$ cat src/hdl/spi_buf_pkg.sv
// Constants and carrier types for the SPI status and data buffer
package spi_buf_pkg;

   ////////////////////////////////////////////////////////////////////////
   // Bus geometry
   localparam int unsigned ADDR_W      = 10;
   localparam int unsigned DATA_W      = 32;
   localparam int unsigned BE_W        = 4;
   localparam int unsigned IDX_W       = 8;
   localparam int unsigned IDX_LSB     = 2;

   ////////////////////////////////////////////////////////////////////////
   // Register indices; byte address is four times the index
   localparam logic [7:0]  IDX_CTRL_ONE    = 8'hE8;
   localparam logic [7:0]  IDX_CTRL_TWO    = 8'hE9;
   localparam logic [7:0]  IDX_FLAG_STATUS = 8'hEB;
   localparam logic [7:0]  IDX_DATA_HIGH   = 8'hEC;
   localparam logic [7:0]  IDX_DATA_LOW    = 8'hED;
   localparam logic [7:0]  IDX_DATA_WORD   = 8'hEE;

   ////////////////////////////////////////////////////////////////////////
   // Reset values and writable-bit masks
   localparam logic [7:0]  DATA_RESET      = 8'h00;
   localparam logic [7:0]  CTRL_ONE_RESET  = 8'h00;
   localparam logic [7:0]  CTRL_TWO_RESET  = 8'h00;
   localparam logic [7:0]  CTRL_ONE_MASK   = 8'h88;
   localparam logic [7:0]  CTRL_TWO_MASK   = 8'h11;
   localparam logic        TX_EMPTY_RESET  = 1'b1;
   localparam logic [31:0] READ_ZERO       = 32'h0000_0000;

   ////////////////////////////////////////////////////////////////////////
   // Field layouts
   typedef struct packed {
      logic       rx_full_flag;
      logic       rsvd6;
      logic       tx_empty_flag;
      logic       mode_fault_flag;
      logic [3:0] rsvd3_0;
   } flag_status_t;

   typedef struct packed {
      logic       irq_enable;
      logic [2:0] rsvd6_4;
      logic       controller_select;
      logic [2:0] rsvd2_0;
   } ctrl_one_t;

   typedef struct packed {
      logic [2:0] rsvd7_5;
      logic       fault_detect_enable;
      logic [2:0] rsvd3_1;
      logic       transfer_width_select;
   } ctrl_two_t;

   typedef struct packed {
      logic [7:0] high;
      logic [7:0] low;
   } data_word_t;

   typedef struct packed {
      logic              read;
      logic              write;
      logic [ADDR_W-1:0] address;
      logic [BE_W-1:0]   byteenable;
      logic [DATA_W-1:0] writedata;
   } avl_req_t;

endpackage : spi_buf_pkg

$ cat src/hdl/rx_data_hold.sv
// Receive data register with one held word behind it
`timescale 1ns/100ps
`default_nettype none
module rx_data_hold (
   input  wire logic                    clock_i,
   input  wire logic                    rst_b_i,
   input  wire logic                    rx_done_i,
   input  wire spi_buf_pkg::data_word_t rx_word_i,
   input  wire logic                    xfer_start_i,
   input  wire logic                    service_i,
   output var  spi_buf_pkg::data_word_t rx_data_o,
   output var  logic                    rx_full_o
);
   import spi_buf_pkg::*;

   data_word_t data_r;
   data_word_t data_nxt;
   data_word_t held_r;
   data_word_t held_nxt;
   logic       full_r;
   logic       full_nxt;
   logic       held_vld_r;
   logic       held_vld_nxt;

   ////////////////////////////////////////////////////////////////////////
   always_comb begin
      data_nxt     = data_r;
      held_nxt     = held_r;
      full_nxt     = full_r;
      held_vld_nxt = held_vld_r;
      if (service_i) begin
         if (held_vld_r) begin
            data_nxt     = held_r;
            held_vld_nxt = 1'b0;
         end else begin
            full_nxt = 1'b0;
         end
      end
      if (xfer_start_i && held_vld_r && !service_i) begin
         held_vld_nxt = 1'b0;
      end
      if (rx_done_i) begin
         if (!full_nxt) begin
            data_nxt = rx_word_i;
            full_nxt = 1'b1;
         end else begin
            held_nxt     = rx_word_i;
            held_vld_nxt = 1'b1;
         end
      end
   end

   always_ff @(posedge clock_i or negedge rst_b_i) begin
      if (!rst_b_i) begin
         data_r     <= {DATA_RESET, DATA_RESET};
         held_r     <= {DATA_RESET, DATA_RESET};
         full_r     <= 1'b0;
         held_vld_r <= 1'b0;
      end else begin
         data_r     <= data_nxt;
         held_r     <= held_nxt;
         full_r     <= full_nxt;
         held_vld_r <= held_vld_nxt;
      end
   end

   assign rx_data_o = data_r;
   assign rx_full_o = full_r;

endmodule : rx_data_hold
`default_nettype wire

$ cat src/hdl/spi_status_and_data_buffer.sv
// SPI status flags, split data register and Avalon-MM register slave
//
// Summary of operation
// - Status register readable anytime; writes to it change nothing.
// - Bit 7 sets once a received word lands in the data register.
// - Bit 5 is one while the transmit register can take a word.
// - Bit 4 sets while slave select is low as master with detection on.
// - Status read seeing bit 4, then control one write, clears the fault.
// - Status read seeing bit 7, then low or word read, clears it.
// - High byte reads never touch the receive flag.
// - Status read seeing bit 5, then low write, clears it; high writes don't.
// - Data writes while transmit-empty is zero are dropped.
// - Low-only write leaves the high byte as last written, in either width.
// - Data word splits high 15..8, low 7..0; both reset zero.
// - Queued word goes to the shifter as soon as it is idle.
// - Reception with flag clear copies the word in and sets the flag.
// - Second word waits in the held register until another transfer starts.
// - Service before a third transfer moves the held word; flag stays.
// - A third transfer start discards the held word; later service clears the flag.
// - Mode fault with interrupt enable raises the interrupt request.
// - Mode fault drops master select, data output and aborts the transfer.
//
// The implementer's own choice: the Avalon-MM interface to the registers.
`timescale 1ns/100ps
`default_nettype none
module spi_status_and_data_buffer (
   input  wire logic                    clock_i,
   input  wire logic                    rst_b_i,
   // Avalon-MM slave
   input  wire spi_buf_pkg::avl_req_t   avs_req_i,
   output var  logic [31:0]             avs_readdata_o,
   output var  logic                    avs_waitrequest_o,
   // Shifter side
   input  wire logic                    rx_done_i,
   input  wire spi_buf_pkg::data_word_t rx_shift_word_i,
   input  wire logic                    xfer_start_i,
   input  wire logic                    tx_idle_i,
   input  wire logic                    ss_b_i,
   output var  logic                    tx_load_o,
   output var  spi_buf_pkg::data_word_t tx_word_o,
   output var  logic                    abort_o,
   // Control state to the rest of the module
   output var  logic                    controller_select_o,
   output var  logic                    data_out_en_o,
   output var  logic                    fault_detect_enable_o,
   output var  logic                    transfer_width_o,
   output var  logic                    irq_o
);
   import spi_buf_pkg::*;

   ////////////////////////////////////////////////////////////////////////
   // Declarations
   logic         waitrequest_r;
   logic         waitrequest_nxt;
   logic [31:0]  readdata_r;
   logic [31:0]  readdata_nxt;

   ctrl_one_t    ctrl_one_r;
   ctrl_one_t    ctrl_one_nxt;
   ctrl_two_t    ctrl_two_r;
   ctrl_two_t    ctrl_two_nxt;

   logic         tx_empty_r;
   logic         tx_empty_nxt;
   data_word_t   tx_queue_r;
   data_word_t   tx_queue_nxt;
   data_word_t   tx_word_r;
   data_word_t   tx_word_nxt;
   logic         tx_load_r;
   logic         mode_fault_r;
   logic         mode_fault_nxt;
   logic         rx_arm_r;
   logic         rx_arm_nxt;
   logic         tx_arm_r;
   logic         tx_arm_nxt;
   logic         mf_arm_r;
   logic         mf_arm_nxt;
   logic         abort_r;
   logic         data_out_en_r;
   logic         irq_r;

   data_word_t   rx_data;
   logic         rx_full;
   flag_status_t status_now;
   flag_status_t status_seen;

   ////////////////////////////////////////////////////////////////////////
   // Address decode and access strobes
   wire [IDX_W-1:0] idx       = avs_req_i.address[IDX_LSB +: IDX_W];
   wire             req_act   = avs_req_i.read | avs_req_i.write;
   wire             first_cyc = req_act & waitrequest_r;
   wire             fire      = req_act & ~waitrequest_r;
   wire             fire_rd   = fire & avs_req_i.read;
   wire             fire_wr   = fire & avs_req_i.write & ~avs_req_i.read;
   wire             be0       = avs_req_i.byteenable[0];
   wire             be1       = avs_req_i.byteenable[1];

   wire sel_ctrl_one = (idx == IDX_CTRL_ONE);
   wire sel_ctrl_two = (idx == IDX_CTRL_TWO);
   wire sel_status   = (idx == IDX_FLAG_STATUS);
   wire sel_high     = (idx == IDX_DATA_HIGH);
   wire sel_low      = (idx == IDX_DATA_LOW);
   wire sel_word     = (idx == IDX_DATA_WORD);

   wire wr_ctrl_one  = fire_wr & sel_ctrl_one & be0;
   wire wr_ctrl_two  = fire_wr & sel_ctrl_two & be0;
   wire rd_status    = fire_rd & sel_status;

   // only low or word read services
   wire rd_low       = fire_rd & (sel_low | sel_word);

   wire wr_low_ok    = fire_wr & tx_empty_r & be0 & (sel_low | sel_word);
   wire wr_high_ok   = fire_wr & tx_empty_r & ((sel_high & be0) | (sel_word & be1));
   wire [7:0] wr_high_byte = sel_word ? avs_req_i.writedata[15:8] : avs_req_i.writedata[7:0];
   wire [7:0] wr_low_byte  = avs_req_i.writedata[7:0];

   ////////////////////////////////////////////////////////////////////////
   // Status assembly and read mux
   // unassigned bits zero
   assign status_now.rx_full_flag    = rx_full;
   assign status_now.rsvd6           = 1'b0;
   assign status_now.tx_empty_flag   = tx_empty_r;
   assign status_now.mode_fault_flag = mode_fault_r;
   assign status_now.rsvd3_0         = 4'h0;

   // Value that the pending status read returns to software
   assign status_seen = flag_status_t'(readdata_r[7:0]);

   wire [31:0] rd_mux =
      sel_status   ? {24'h00_0000, status_now} :
      sel_high     ? {24'h00_0000, rx_data.high} :
      sel_low      ? {24'h00_0000, rx_data.low} :
      sel_word     ? {16'h0000, rx_data} :
      sel_ctrl_one ? {24'h00_0000, ctrl_one_r} :
      sel_ctrl_two ? {24'h00_0000, ctrl_two_r} :
                     READ_ZERO;

   // One wait cycle, then the access completes
   always_comb begin
      waitrequest_nxt = 1'b1;
      if (first_cyc) begin
         waitrequest_nxt = 1'b0;
      end
   end

   assign readdata_nxt = (first_cyc && avs_req_i.read) ? rd_mux : readdata_r;

   ////////////////////////////////////////////////////////////////////////
   // Mode fault
   // fault detection as master
   wire fault_event = ~ss_b_i & ctrl_one_r.controller_select & ctrl_two_r.fault_detect_enable;

   // armed read then control one write
   wire mf_clear = wr_ctrl_one & mf_arm_r;

   always_comb begin
      mode_fault_nxt = mode_fault_r;
      mf_arm_nxt     = mf_arm_r;
      if (rd_status && status_seen.mode_fault_flag) begin
         mf_arm_nxt = 1'b1;
      end
      if (mf_clear) begin
         mode_fault_nxt = 1'b0;
         mf_arm_nxt     = 1'b0;
      end
      // A fault in the clearing cycle still wins
      if (fault_event) begin
         mode_fault_nxt = 1'b1;
      end
   end

   ////////////////////////////////////////////////////////////////////////
   // Control registers
   // status index has no write path
   always_comb begin
      ctrl_one_nxt = ctrl_one_r;
      ctrl_two_nxt = ctrl_two_r;
      if (wr_ctrl_one) begin
         ctrl_one_nxt = ctrl_one_t'(avs_req_i.writedata[7:0] & CTRL_ONE_MASK);
      end
      if (wr_ctrl_two) begin
         ctrl_two_nxt = ctrl_two_t'(avs_req_i.writedata[7:0] & CTRL_TWO_MASK);
      end
      if (fault_event) begin
         ctrl_one_nxt.controller_select = 1'b0;
      end
   end

   ////////////////////////////////////////////////////////////////////////
   // Transmit path
   // hand queued word to idle shifter
   wire tx_load_fire = ~tx_empty_r & tx_idle_i & ~fault_event;

   always_comb begin
      tx_empty_nxt = tx_empty_r;
      tx_arm_nxt   = tx_arm_r;
      tx_queue_nxt = tx_queue_r;
      tx_word_nxt  = tx_word_r;
      if (rd_status && status_seen.tx_empty_flag) begin
         tx_arm_nxt = 1'b1;
      end
      // high byte kept as last written
      if (wr_high_ok) begin
         tx_queue_nxt.high = wr_high_byte;
      end
      if (wr_low_ok) begin
         tx_queue_nxt.low = wr_low_byte;
      end
      if (wr_low_ok && tx_arm_r) begin
         tx_empty_nxt = 1'b0;
         tx_arm_nxt   = 1'b0;
      end
      if (tx_load_fire) begin
         tx_word_nxt  = tx_queue_r;
         tx_empty_nxt = 1'b1;
      end
   end

   ////////////////////////////////////////////////////////////////////////
   // Receive service
   // armed read then low read
   wire rx_service = rd_low & rx_arm_r;

   always_comb begin
      rx_arm_nxt = rx_arm_r;
      if (rd_status && status_seen.rx_full_flag) begin
         rx_arm_nxt = 1'b1;
      end
      if (rx_service) begin
         rx_arm_nxt = 1'b0;
      end
   end

   // flag set by the receive store
   rx_data_hold u_rx_hold (
      .clock_i      (clock_i),
      .rst_b_i      (rst_b_i),
      .rx_done_i    (rx_done_i),
      .rx_word_i    (rx_shift_word_i),
      .xfer_start_i (xfer_start_i),
      .service_i    (rx_service),
      .rx_data_o    (rx_data),
      .rx_full_o    (rx_full)
   );

   ////////////////////////////////////////////////////////////////////////
   // State registers
   always_ff @(posedge clock_i or negedge rst_b_i) begin
      if (!rst_b_i) begin
         waitrequest_r <= 1'b1;
         readdata_r    <= READ_ZERO;
      end else begin
         waitrequest_r <= waitrequest_nxt;
         readdata_r    <= readdata_nxt;
      end
   end

   always_ff @(posedge clock_i or negedge rst_b_i) begin
      if (!rst_b_i) begin
         ctrl_one_r   <= ctrl_one_t'(CTRL_ONE_RESET);
         ctrl_two_r   <= ctrl_two_t'(CTRL_TWO_RESET);
         mode_fault_r <= 1'b0;
         mf_arm_r     <= 1'b0;
      end else begin
         ctrl_one_r   <= ctrl_one_nxt;
         ctrl_two_r   <= ctrl_two_nxt;
         mode_fault_r <= mode_fault_nxt;
         mf_arm_r     <= mf_arm_nxt;
      end
   end

   always_ff @(posedge clock_i or negedge rst_b_i) begin
      if (!rst_b_i) begin
         tx_empty_r <= TX_EMPTY_RESET;
         tx_arm_r   <= 1'b0;
         tx_queue_r <= {DATA_RESET, DATA_RESET};
         tx_word_r  <= {DATA_RESET, DATA_RESET};
         tx_load_r  <= 1'b0;
         rx_arm_r   <= 1'b0;
      end else begin
         tx_empty_r <= tx_empty_nxt;
         tx_arm_r   <= tx_arm_nxt;
         tx_queue_r <= tx_queue_nxt;
         tx_word_r  <= tx_word_nxt;
         tx_load_r  <= tx_load_fire;
         rx_arm_r   <= rx_arm_nxt;
      end
   end

   always_ff @(posedge clock_i or negedge rst_b_i) begin
      if (!rst_b_i) begin
         abort_r       <= 1'b0;
         data_out_en_r <= 1'b0;
         irq_r         <= 1'b0;
      end else begin
         abort_r       <= fault_event;
         data_out_en_r <= ctrl_one_nxt.controller_select;
         irq_r         <= mode_fault_nxt & ctrl_one_nxt.irq_enable;
      end
   end

   ////////////////////////////////////////////////////////////////////////
   // Outputs
   assign avs_readdata_o        = readdata_r;
   assign avs_waitrequest_o     = waitrequest_r;
   assign tx_load_o             = tx_load_r;
   assign tx_word_o             = tx_word_r;
   assign abort_o               = abort_r;
   assign controller_select_o   = ctrl_one_r.controller_select;
   assign data_out_en_o         = data_out_en_r;
   assign fault_detect_enable_o = ctrl_two_r.fault_detect_enable;
   assign transfer_width_o      = ctrl_two_r.transfer_width_select;
   assign irq_o                 = irq_r;

endmodule : spi_status_and_data_buffer
`default_nettype wire

$ cat config.mk
export PLATFORM = sky130hd
export DESIGN_NAME = spi_status_and_data_buffer
export DESIGN_NICKNAME = d
export VERILOG_FILES = /design/src/hdl/spi_buf_pkg.sv /design/src/hdl/rx_data_hold.sv /design/src/hdl/spi_status_and_data_buffer.sv
export SDC_FILE = /design/constraint.sdc
export NUM_CORES = 1
export LEC_CHECK = 0
export BUFFER_PORTS_ARGS = -buffer_cell sky130_fd_sc_hd__buf_4
export CORE_MARGIN = 5
export CORE_UTILIZATION = 56
export CTS_CLUSTER_SIZE = 24
export DETAILED_ROUTE_END_ITERATION = 8
export HOLD_SLACK_MARGIN = 0.1
export PLACE_DENSITY = 0.82
export SKIP_CTS_REPAIR_TIMING = 1
export SYNTH_ARGS = -nofsm -noshare
export SYNTH_HDL_FRONTEND = slang
export SYNTH_SLANG_ARGS = --single-unit
export TNS_END_PERCENT = 50
$ cat constraint.sdc
create_clock -name clock_i -period 3.8 [get_ports clock_i]
set_clock_uncertainty 0.05 [all_clocks]
set_input_delay 0.19 -clock clock_i [delete_from_list [all_inputs] [get_ports clock_i]]
set_output_delay 0.19 -clock clock_i [all_outputs]
set_load 0.02 [all_outputs]
; ---- After elaboration in Yosys (flattened, before gate mapping)
; Index checks and enable logic that the tools add are counted.
[op_classes]
n_eq_ne = 6
n_mux = 31
bitwise = 32
reduce_logical = 14
[op_table]
columns = cell, count
row1 = 2-to-1 mux 16 bit, 8
row2 = == test 8 bit (second input constant), 6
row3 = bitwise AND 1 bit, 24
row4 = 2-to-1 mux 8 bit, 3
row5 = 2-to-1 mux 1 bit, 19
row6 = nonzero test 2 bit, 5
row7 = logical AND 1 bit, 7
row8 = 2-to-1 mux 5 bit, 1
row9 = NOT 1 bit, 5
row10 = bitwise OR 1 bit, 3
row11 = AND reduction 2 bit, 1
row12 = zero test 1 bit, 1
[word_totals]
regBits = 111
in_bits = 70
out_inout_bits = 56
wordCells = 107

; ---- Logic depth before layout (Yosys ltp)
; Gate-level depths: netlist of run 1.
[logic_depth]
depth_word = 10
depth_mapped = 7
mapped_depth_nobuf = 4

; ---- Cells and area by module
; From an unflattened synthesis of run 1, not the netlist that was laid out.
[hier_totals]
cells_unflattened = 351
hier_area_um2 = 4428.0
[by_module_without_submodules]
columns = module, instances, cells_each, area_per_inst_um2, seq_area_each_um2
row1 = spi_status_and_data_buffer, 1, 257, 2952.8, 1529.0
row2 = rx_data_hold, 1, 94, 1475.2, 850.8

; ---- Least setup slack after synthesis of run 1
; No wires, ideal clock.
[synth_timing]
path_type = register -> register
start = register waitrequest_r (netlist: avs_waitrequest_o)
end = register u_rx_hold.held_r[1] (netlist name)
setup_time_ns = 0.128
t_arrival_ns = 1.713
path_slack_ns = 1.910
path_stages_with_launch = 6
path_buffers = 1
cell_sequence = dfstp_2 > and4bb_2 > nand4_2 > nand3_2 > buf_4 > mux2_1
[synth_between]
elab_chain_len = 7
[synth_lines]
columns = element, line
row1 = from (decl), spi_status_and_data_buffer.sv:53  ; logic waitrequest_r;
row2 = from (signal assigned), spi_status_and_data_buffer.sv:253  ; waitrequest_r <= waitrequest_nxt;
row3 = NOT 1 bit, spi_status_and_data_buffer.sv:92  ; wire fire = req_act & ~waitrequest_r;
row4 = bitwise AND 1 bit, spi_status_and_data_buffer.sv:92
row5 = bitwise AND 1 bit, spi_status_and_data_buffer.sv:93  ; wire fire_rd = fire & avs_req_i.read;
row6 = bitwise AND 1 bit, spi_status_and_data_buffer.sv:110  ; wire rd_low = fire_rd & (sel_low | sel_word);
row7 = bitwise AND 1 bit, spi_status_and_data_buffer.sv:222  ; wire rx_service = rd_low & rx_arm_r;
row8 = 2-to-1 mux 1 bit, rx_data_hold.sv:31  ; if (service_i) begin
row9 = AND reduction 2 bit (no source line), -
row10 = to (signal assigned), rx_data_hold.sv:56  ; held_r <= {DATA_RESET, DATA_RESET};
row11 = to (signal assigned), rx_data_hold.sv:61  ; held_r <= held_nxt;
row12 = to (decl), rx_data_hold.sv:18  ; data_word_t held_r;
; No other way between the ends.
; A chain may end at the register's enable or synchronous reset.

==> flow_summary.ini, run 1 <==
[drt]
wl_mm = 11.20
dr.pass1.iters = 4
vias_per_cell = 5.748
ant_nets = 0
drc_errors = 0
wl_per_cell_um = 17.94
num_vias = 3587
dr.first_iter.drc_count = 237

[global_route]
grt_start_max_net_pins = 75
first_global_vias = 3523
grt_usage = 0.2211
grt_pass1_wl_mm = 17.60
antenna_found_initial = 0
gr-total-overflow = 0

[place]
io_buffers = 89
hpwlAfterDp_mm = 7.831
routabilityCongestion = 0.9101

[cts]
insertion_delay_ns = 0.36
cts_tree = done
htreeDepth = 3
ctsRootBufferMaster = clkbuf_8
cts_buffers = 9
cts.clk_slew.worst_paths_ns = 0.10
clockBufferDepth = 2
cts.sinks = 95

[sta]
fmaxAchievable_ghz = 0.3760
rsz0062_at_grt = no
setup_viol = 0
setup_tns_ns = 0
slew_viol_final = 0
timing.final.crit_share = 0.6999
tightest_slew_ns = 1.130
finalCriticalPeriod_ns = 2.660
holdWs_ns = 0.07649
hold_viol = 0
relSlewSlack = 0.2417

[synthesis]
synthTopCellsByArea = dfrtp_1 51%, mux2_2 10%, mux2i_1 5.3%
synth_edf_count = 0
synth_top_cell_area_share = 0.5117
ys.flop_type = dfrtp_1
synth-seq-cells = 95
yosysWarnings = 0
netlist_instances = 410
synth.distinct_cells = 49
ys_seq_area_frac = 0.5232
async_reset_ff_frac = 1.000
synth_area_um2 = 4548
syn_avg_cell_area_um2 = 11.09
yosys.area.top_type = dfrtp_1

[finish]
drive_gt1_frac = 0.3027
final_common_cell = dfrtp_1
nNetsFinal = 587
syn_to_final_growth_pct = 25.80
antenna_cells = 0
final_cell_mix = 93 x dfrtp_1, 90 x buf_4, 42 x mux2_2, 36 x nand2_1, 35 x dlygate4sd3_1

[worst_setup_path]
cp_slowest_cell = o21ai_1
cp_max_fo = 19
end_kind = flop
critical-path-max-stage-delay_ns = 0.87
worstSetupStartpointType = flop
crit_arrival_ns = 2.78
cp.required_ns = 3.92
crit_chain = and4bb_2 -> and4_1 -> o21ai_1 -> a31oi_1
path_class = flop to flop
ff2ff_path_depth = 4

[die]
initial_core_util = 0.5825
die_h_um = 100.1
rows = 32
core_area_um2 = 7807
die_x_um = 100.1
pin_count = 126
die-area_um2 = 10020

[job]
maxCapViolCount = 0

[worst_hold_path]
hold_depth = 3
hold_class = primary input to flop

[power_and_ir_drop]
p_leak_nw = 2.735
peakVddDrop_mv = 0.2082
p_per_area_nw_per_um2 = 364.2

[run_status]
status = finished clean
[sequential cells by signal, summed over array words and instances (netlist names), 16 cells and up]
| register | flops |
|---|---|
| avs_readdata_o | 16 |
| tx_queue_r | 16 |
| tx_word_o | 16 |
| u_rx_hold.held_r | 16 |
| u_rx_hold.rx_data_o | 16 |
[worst paths after layout]
path	start	endpoint	slack (ns)
setup / recovery	u_rx_hold.held_vld_r	u_rx_hold.rx_data_o[14]	1.14
max in group asynchronous	rst_b_i	u_rx_hold.held_r[5]	2.38
hold reg to reg	mf_arm_r	mf_arm_r	0.44
setup reg to reg	u_rx_hold.held_vld_r	u_rx_hold.rx_data_o[14]	1.14
min in group asynchronous	rst_b_i	avs_readdata_o[9]	0.46
hold / removal	avs_req_i[9]	tx_queue_r[9]	0.08
[area by class of cell]
type	count	area (um^2)
Sequential cell	95	2380
Fill cell	553	2086
Multi-Input combinational cell	270	1901
Timing Repair Buffer	125	1026
Tap cell	102	127.6
Clock buffer	9	123.9
Clock inverter	7	103.9
Inverter	16	60.06
[synthesized netlist by cell type, drive strengths merged (2+ instances only)]
cell and count:
dfrtp 93, mux2 43, nand2 37, buf 33, o21ai 30, mux2i 24
nand4 20, a211oi 16, a31oi 16, inv 15, clkbuf 11, nand3 11
nor2 9, a21oi 6, and2 5, a22oi 3, nor2b 3, nor3 3
and3 2, and4 2, and4b 2, dfstp 2, maj3 2, nand2b 2
nand3b 2, o211ai 2, o2bb2ai 2, o41ai 2
[per-layer routing]
metal | part of all wire | global-route usage
met1 | 0.43 | 0.3057
met2 | 0.48 | 0.3583
met3 | 0.071 | 0.03822
met4 | 0.015 | 0.06839
met5 | 0 | 0
[critical path: cells and delay by family, from the launching register on]
kind | cells | cell delay [ns]
AO/OA/AOI/OAI | 2 | 1.07
flip-flops | 1 | 0.80
AND/OR/NAND/NOR | 2 | 0.55
[stage by stage]
stage / cells / total power, mW / util / instance area [um^2] / worst slack (ns)
after detailed placement: 573 / 1.324 / 0.6588 / 5144 / 1.222
after floorplan: 425 / 1.223 / - / 4604 / 1.910
after CTS: 589 / 2.067 / 0.6880 / 5371 / 1.198
after global placement: 573 / 1.316 / 0.6588 / 5144 / 1.292
after global routing: 624 / 2.165 / 0.7329 / 5722 / 1.008
final: 624 / 2.084 / 0.7329 / 5722 / 1.140
[where the power goes]
| group | switching, mW | internal [mW] | total (mW) |
|---|---|---|---|
| Combinational | 0.135 | 0.122 | 0.258 |
| Sequential | 0.0272 | 1.05 | 1.08 |
| Clock | 0.369 | 0.380 | 0.749 |
[kinds of logic after synthesis]
family,share of synthesized area
AND/OR/NAND/NOR,0.1282
flip-flops,0.5232
AO/OA/AOI/OAI,0.1092
multiplexers,0.1593
buffers and inverters,0.07125
adder cells (fa/ha/maj),0.004402
other,0.0008245
XOR/XNOR,0.003577
(Power assumes the default switching activity.)
==> run 2: changes to the inputs <==
--- a/config.mk
+++ b/config.mk
@@ -7,11 +7,11 @@
 export LEC_CHECK = 0
 export BUFFER_PORTS_ARGS = -buffer_cell sky130_fd_sc_hd__buf_4
 export CORE_MARGIN = 5
-export CORE_UTILIZATION = 56
+export CORE_UTILIZATION = 47
 export CTS_CLUSTER_SIZE = 24
 export DETAILED_ROUTE_END_ITERATION = 8
 export HOLD_SLACK_MARGIN = 0.1
-export PLACE_DENSITY = 0.82
+export PLACE_DENSITY = 0.73
 export SKIP_CTS_REPAIR_TIMING = 1
 export SYNTH_ARGS = -nofsm -noshare
 export SYNTH_HDL_FRONTEND = slang
==> constraint.sdc (replaced) <==
create_clock -name clock_i -period 2.2 [get_ports clock_i]
set_clock_uncertainty 0.05 [all_clocks]
set_input_delay 0.11 -clock clock_i [delete_from_list [all_inputs] [get_ports clock_i]]
set_output_delay 0.11 -clock clock_i [all_outputs]
set_load 0.02 [all_outputs]
==> run 2 against run 1 <==
- cell count is 6.9% higher
- sequential power is 71% higher
- hold slack better by 0.029 ns
- via count is 3.2% lower
- die area is 17% higher
- count of clock-buffer cells in the layout stayed put
- power is 65% higher
- global-route usage is 4.3 points lower
- utilization is 12 points lower
- routed wire length is 6.4% lower
- non-clock buffer count is 13 higher
==> flow_summary.ini, run 2 (same netlist as run 1, synthesis figures left out) <==
[cts]
cts.sinks = 95
cts.clk_slew.worst_paths_ns = 0.09
cts_tree = done
ctsRootBufferMaster = clkbuf_8
htreeDepth = 3
clockBufferDepth = 2
cts_buffers = 9
insertion_delay_ns = 0.36

[worst_setup_path]
crit_arrival_ns = 2.12
r2r_start = avs_waitrequest_o
reg2reg_slack_ns = 0.27
path_class = flop to flop
worstSetupStartpointType = flop
cp.required_ns = 2.39
end_kind = flop
cp_max_fo = 17
ff2ff_path_depth = 4
r2r-end = u_rx_hold.held_r[1]

[die]
core_area_um2 = 9594
die-area_um2 = 11740
initial_core_util = 0.4740
die_x_um = 108.4
pin_count = 126
rows = 36
die_h_um = 108.4

[place]
hpwlAfterDp_mm = 7.812
preCtsSetupSlack_ns = 0.2767
routabilityCongestion = 0.8851
io_buffers = 89
placed_cell_area_um2 = 5270

[drt]
vias_per_cell = 5.204
dr.first_iter.drc_count = 120
num_vias = 3471
wl_mm = 10.48
ant_nets = 0
drc_errors = 0
wl_per_cell_um = 15.71
dr.pass1.iters = 5

[global_route]
gr-total-overflow = 0
grt_start_max_net_pins = 62
antenna_found_initial = 0
grt_pass1_wl_mm = 16.64
first_global_vias = 3345
grt_usage = 0.1780

[worst_hold_path]
hold_depth = 4
hold_class = primary input to flop
holdPathEnd = tx_empty_r
hp-start = avs_req_i[32]

[finish]
final_common_cell = buf_4
stdcell_area_um2 = 5844
nFillCells = 768
final_cell_mix = 99 x buf_4, 93 x dfrtp_1, 42 x mux2_2, 38 x dlygate4sd3_1, 36 x nand2_1
drive_gt1_frac = 0.3127
multi_input_area_um2 = 1901
syn_to_final_growth_pct = 28.50
finalCoreUtilization = 0.6092
nNetsFinal = 600
antenna_cells = 0
regArea_um2 = 2380

[run_status]
status = finished clean

[sta]
fmaxAchievable_ghz = 0.5186
slew_viol_final = 0
tightest_slew_ns = 0.7669
relSlewSlack = 0.4887
finalCriticalPeriod_ns = 1.928
setup_viol = 0
hold_viol = 0
rsz0062_at_grt = no
timing.final.crit_share = 0.8765
timing.final.ws_setup_ns = 0.2716
setup_tns_ns = 0

[job]
maxCapViolCount = 0

[power_and_ir_drop]
power_mw = 3.443
p_leak_nw = 2.779
p_int_mw = 2.563
power_frac_clock = 0.328
swShare = 0.2556
comb_power_share = 0.134
peakVddDrop_mv = 0.3522
pwr-share-seq = 0.538
power_switching_mw = 0.8802
p_per_area_nw_per_um2 = 589.2
## run 2: cell count changes in the layout (fill, tap and decap cells not counted), sizes merged
| cell | previous run | this run |
|---|---|---|
| dlygate4sd3 | 35 | 38 |
| bufinv | 2 | 1 |
| inv | 18 | 16 |
| buf | 90 | 100 |
| clkinvlp | 2 | 3 |
| clkinv | 1 | 2 |
## run 2: how the worst max path moves through the flow
| stage | start | to | slack, ns | depth (start not counted) |
|---|---|---|---|---|
| 2_1_floorplan | avs_waitrequest_o | u_rx_hold.held_r[1] | 0.31 | 5 |
| 3_3_place_gp | avs_waitrequest_o | u_rx_hold.held_r[1] | 0.33 | 4 |
| 3_5_place_dp | avs_waitrequest_o | u_rx_hold.held_r[1] | 0.28 | 4 |
| 4_1_cts | avs_waitrequest_o | u_rx_hold.held_r[1] | 0.26 | 4 |
| 5_1_grt | avs_waitrequest_o | u_rx_hold.held_r[1] | 0.17 | 4 |
| 6_report | avs_waitrequest_o | u_rx_hold.held_r[1] | 0.27 | 4 |
## run 2: critical path: stages (launching register included)
cell	delay (ns)
dfstp_2	0.61
and4bb_2	0.26
nand4_2	0.11
nand3_2	0.34
mux2_1	0.44
## run 2: power by group through the flow
stage               clock network, mW  logic (mW)  registers, mW
finish                           1.13       0.461           1.85
CTS                              1.16       0.409           1.85
detailed placement                  0       0.408           1.89
global route                     1.22       0.504           1.86
floorplan                           0       0.201           1.91
global placement                    0       0.398           1.88
## run 2: final cells by class
| cell class | instances | area share |
|---|---|---|
| flip-flops and latches | 95 | 0.4072 |
| well taps | 133 | 0.02847 |
| repair buffers | 138 | 0.1957 |
| inverters | 16 | 0.01028 |
| multi-input cells | 270 | 0.3252 |
| clock inverters | 6 | 0.01199 |
| clock buffers | 9 | 0.02119 |
## run 2: stage by stage
stage,cells,hold slack [ns]
after floorplan,425,-0.2356
after global placement,614,0.1718
after detailed placement,614,0.1860
after CTS,629,-0.2089
after global routing,667,0.1348
final,667,0.1058
## run 2: layer usage
layer	routed length [um]	global-route usage	vias up
met4	120	0.06132	0
li1	-	-	1691
met3	531	0.02507	12
met1	4638	0.2377	1664
met2	5189	0.2988	104
met5	0	0	-
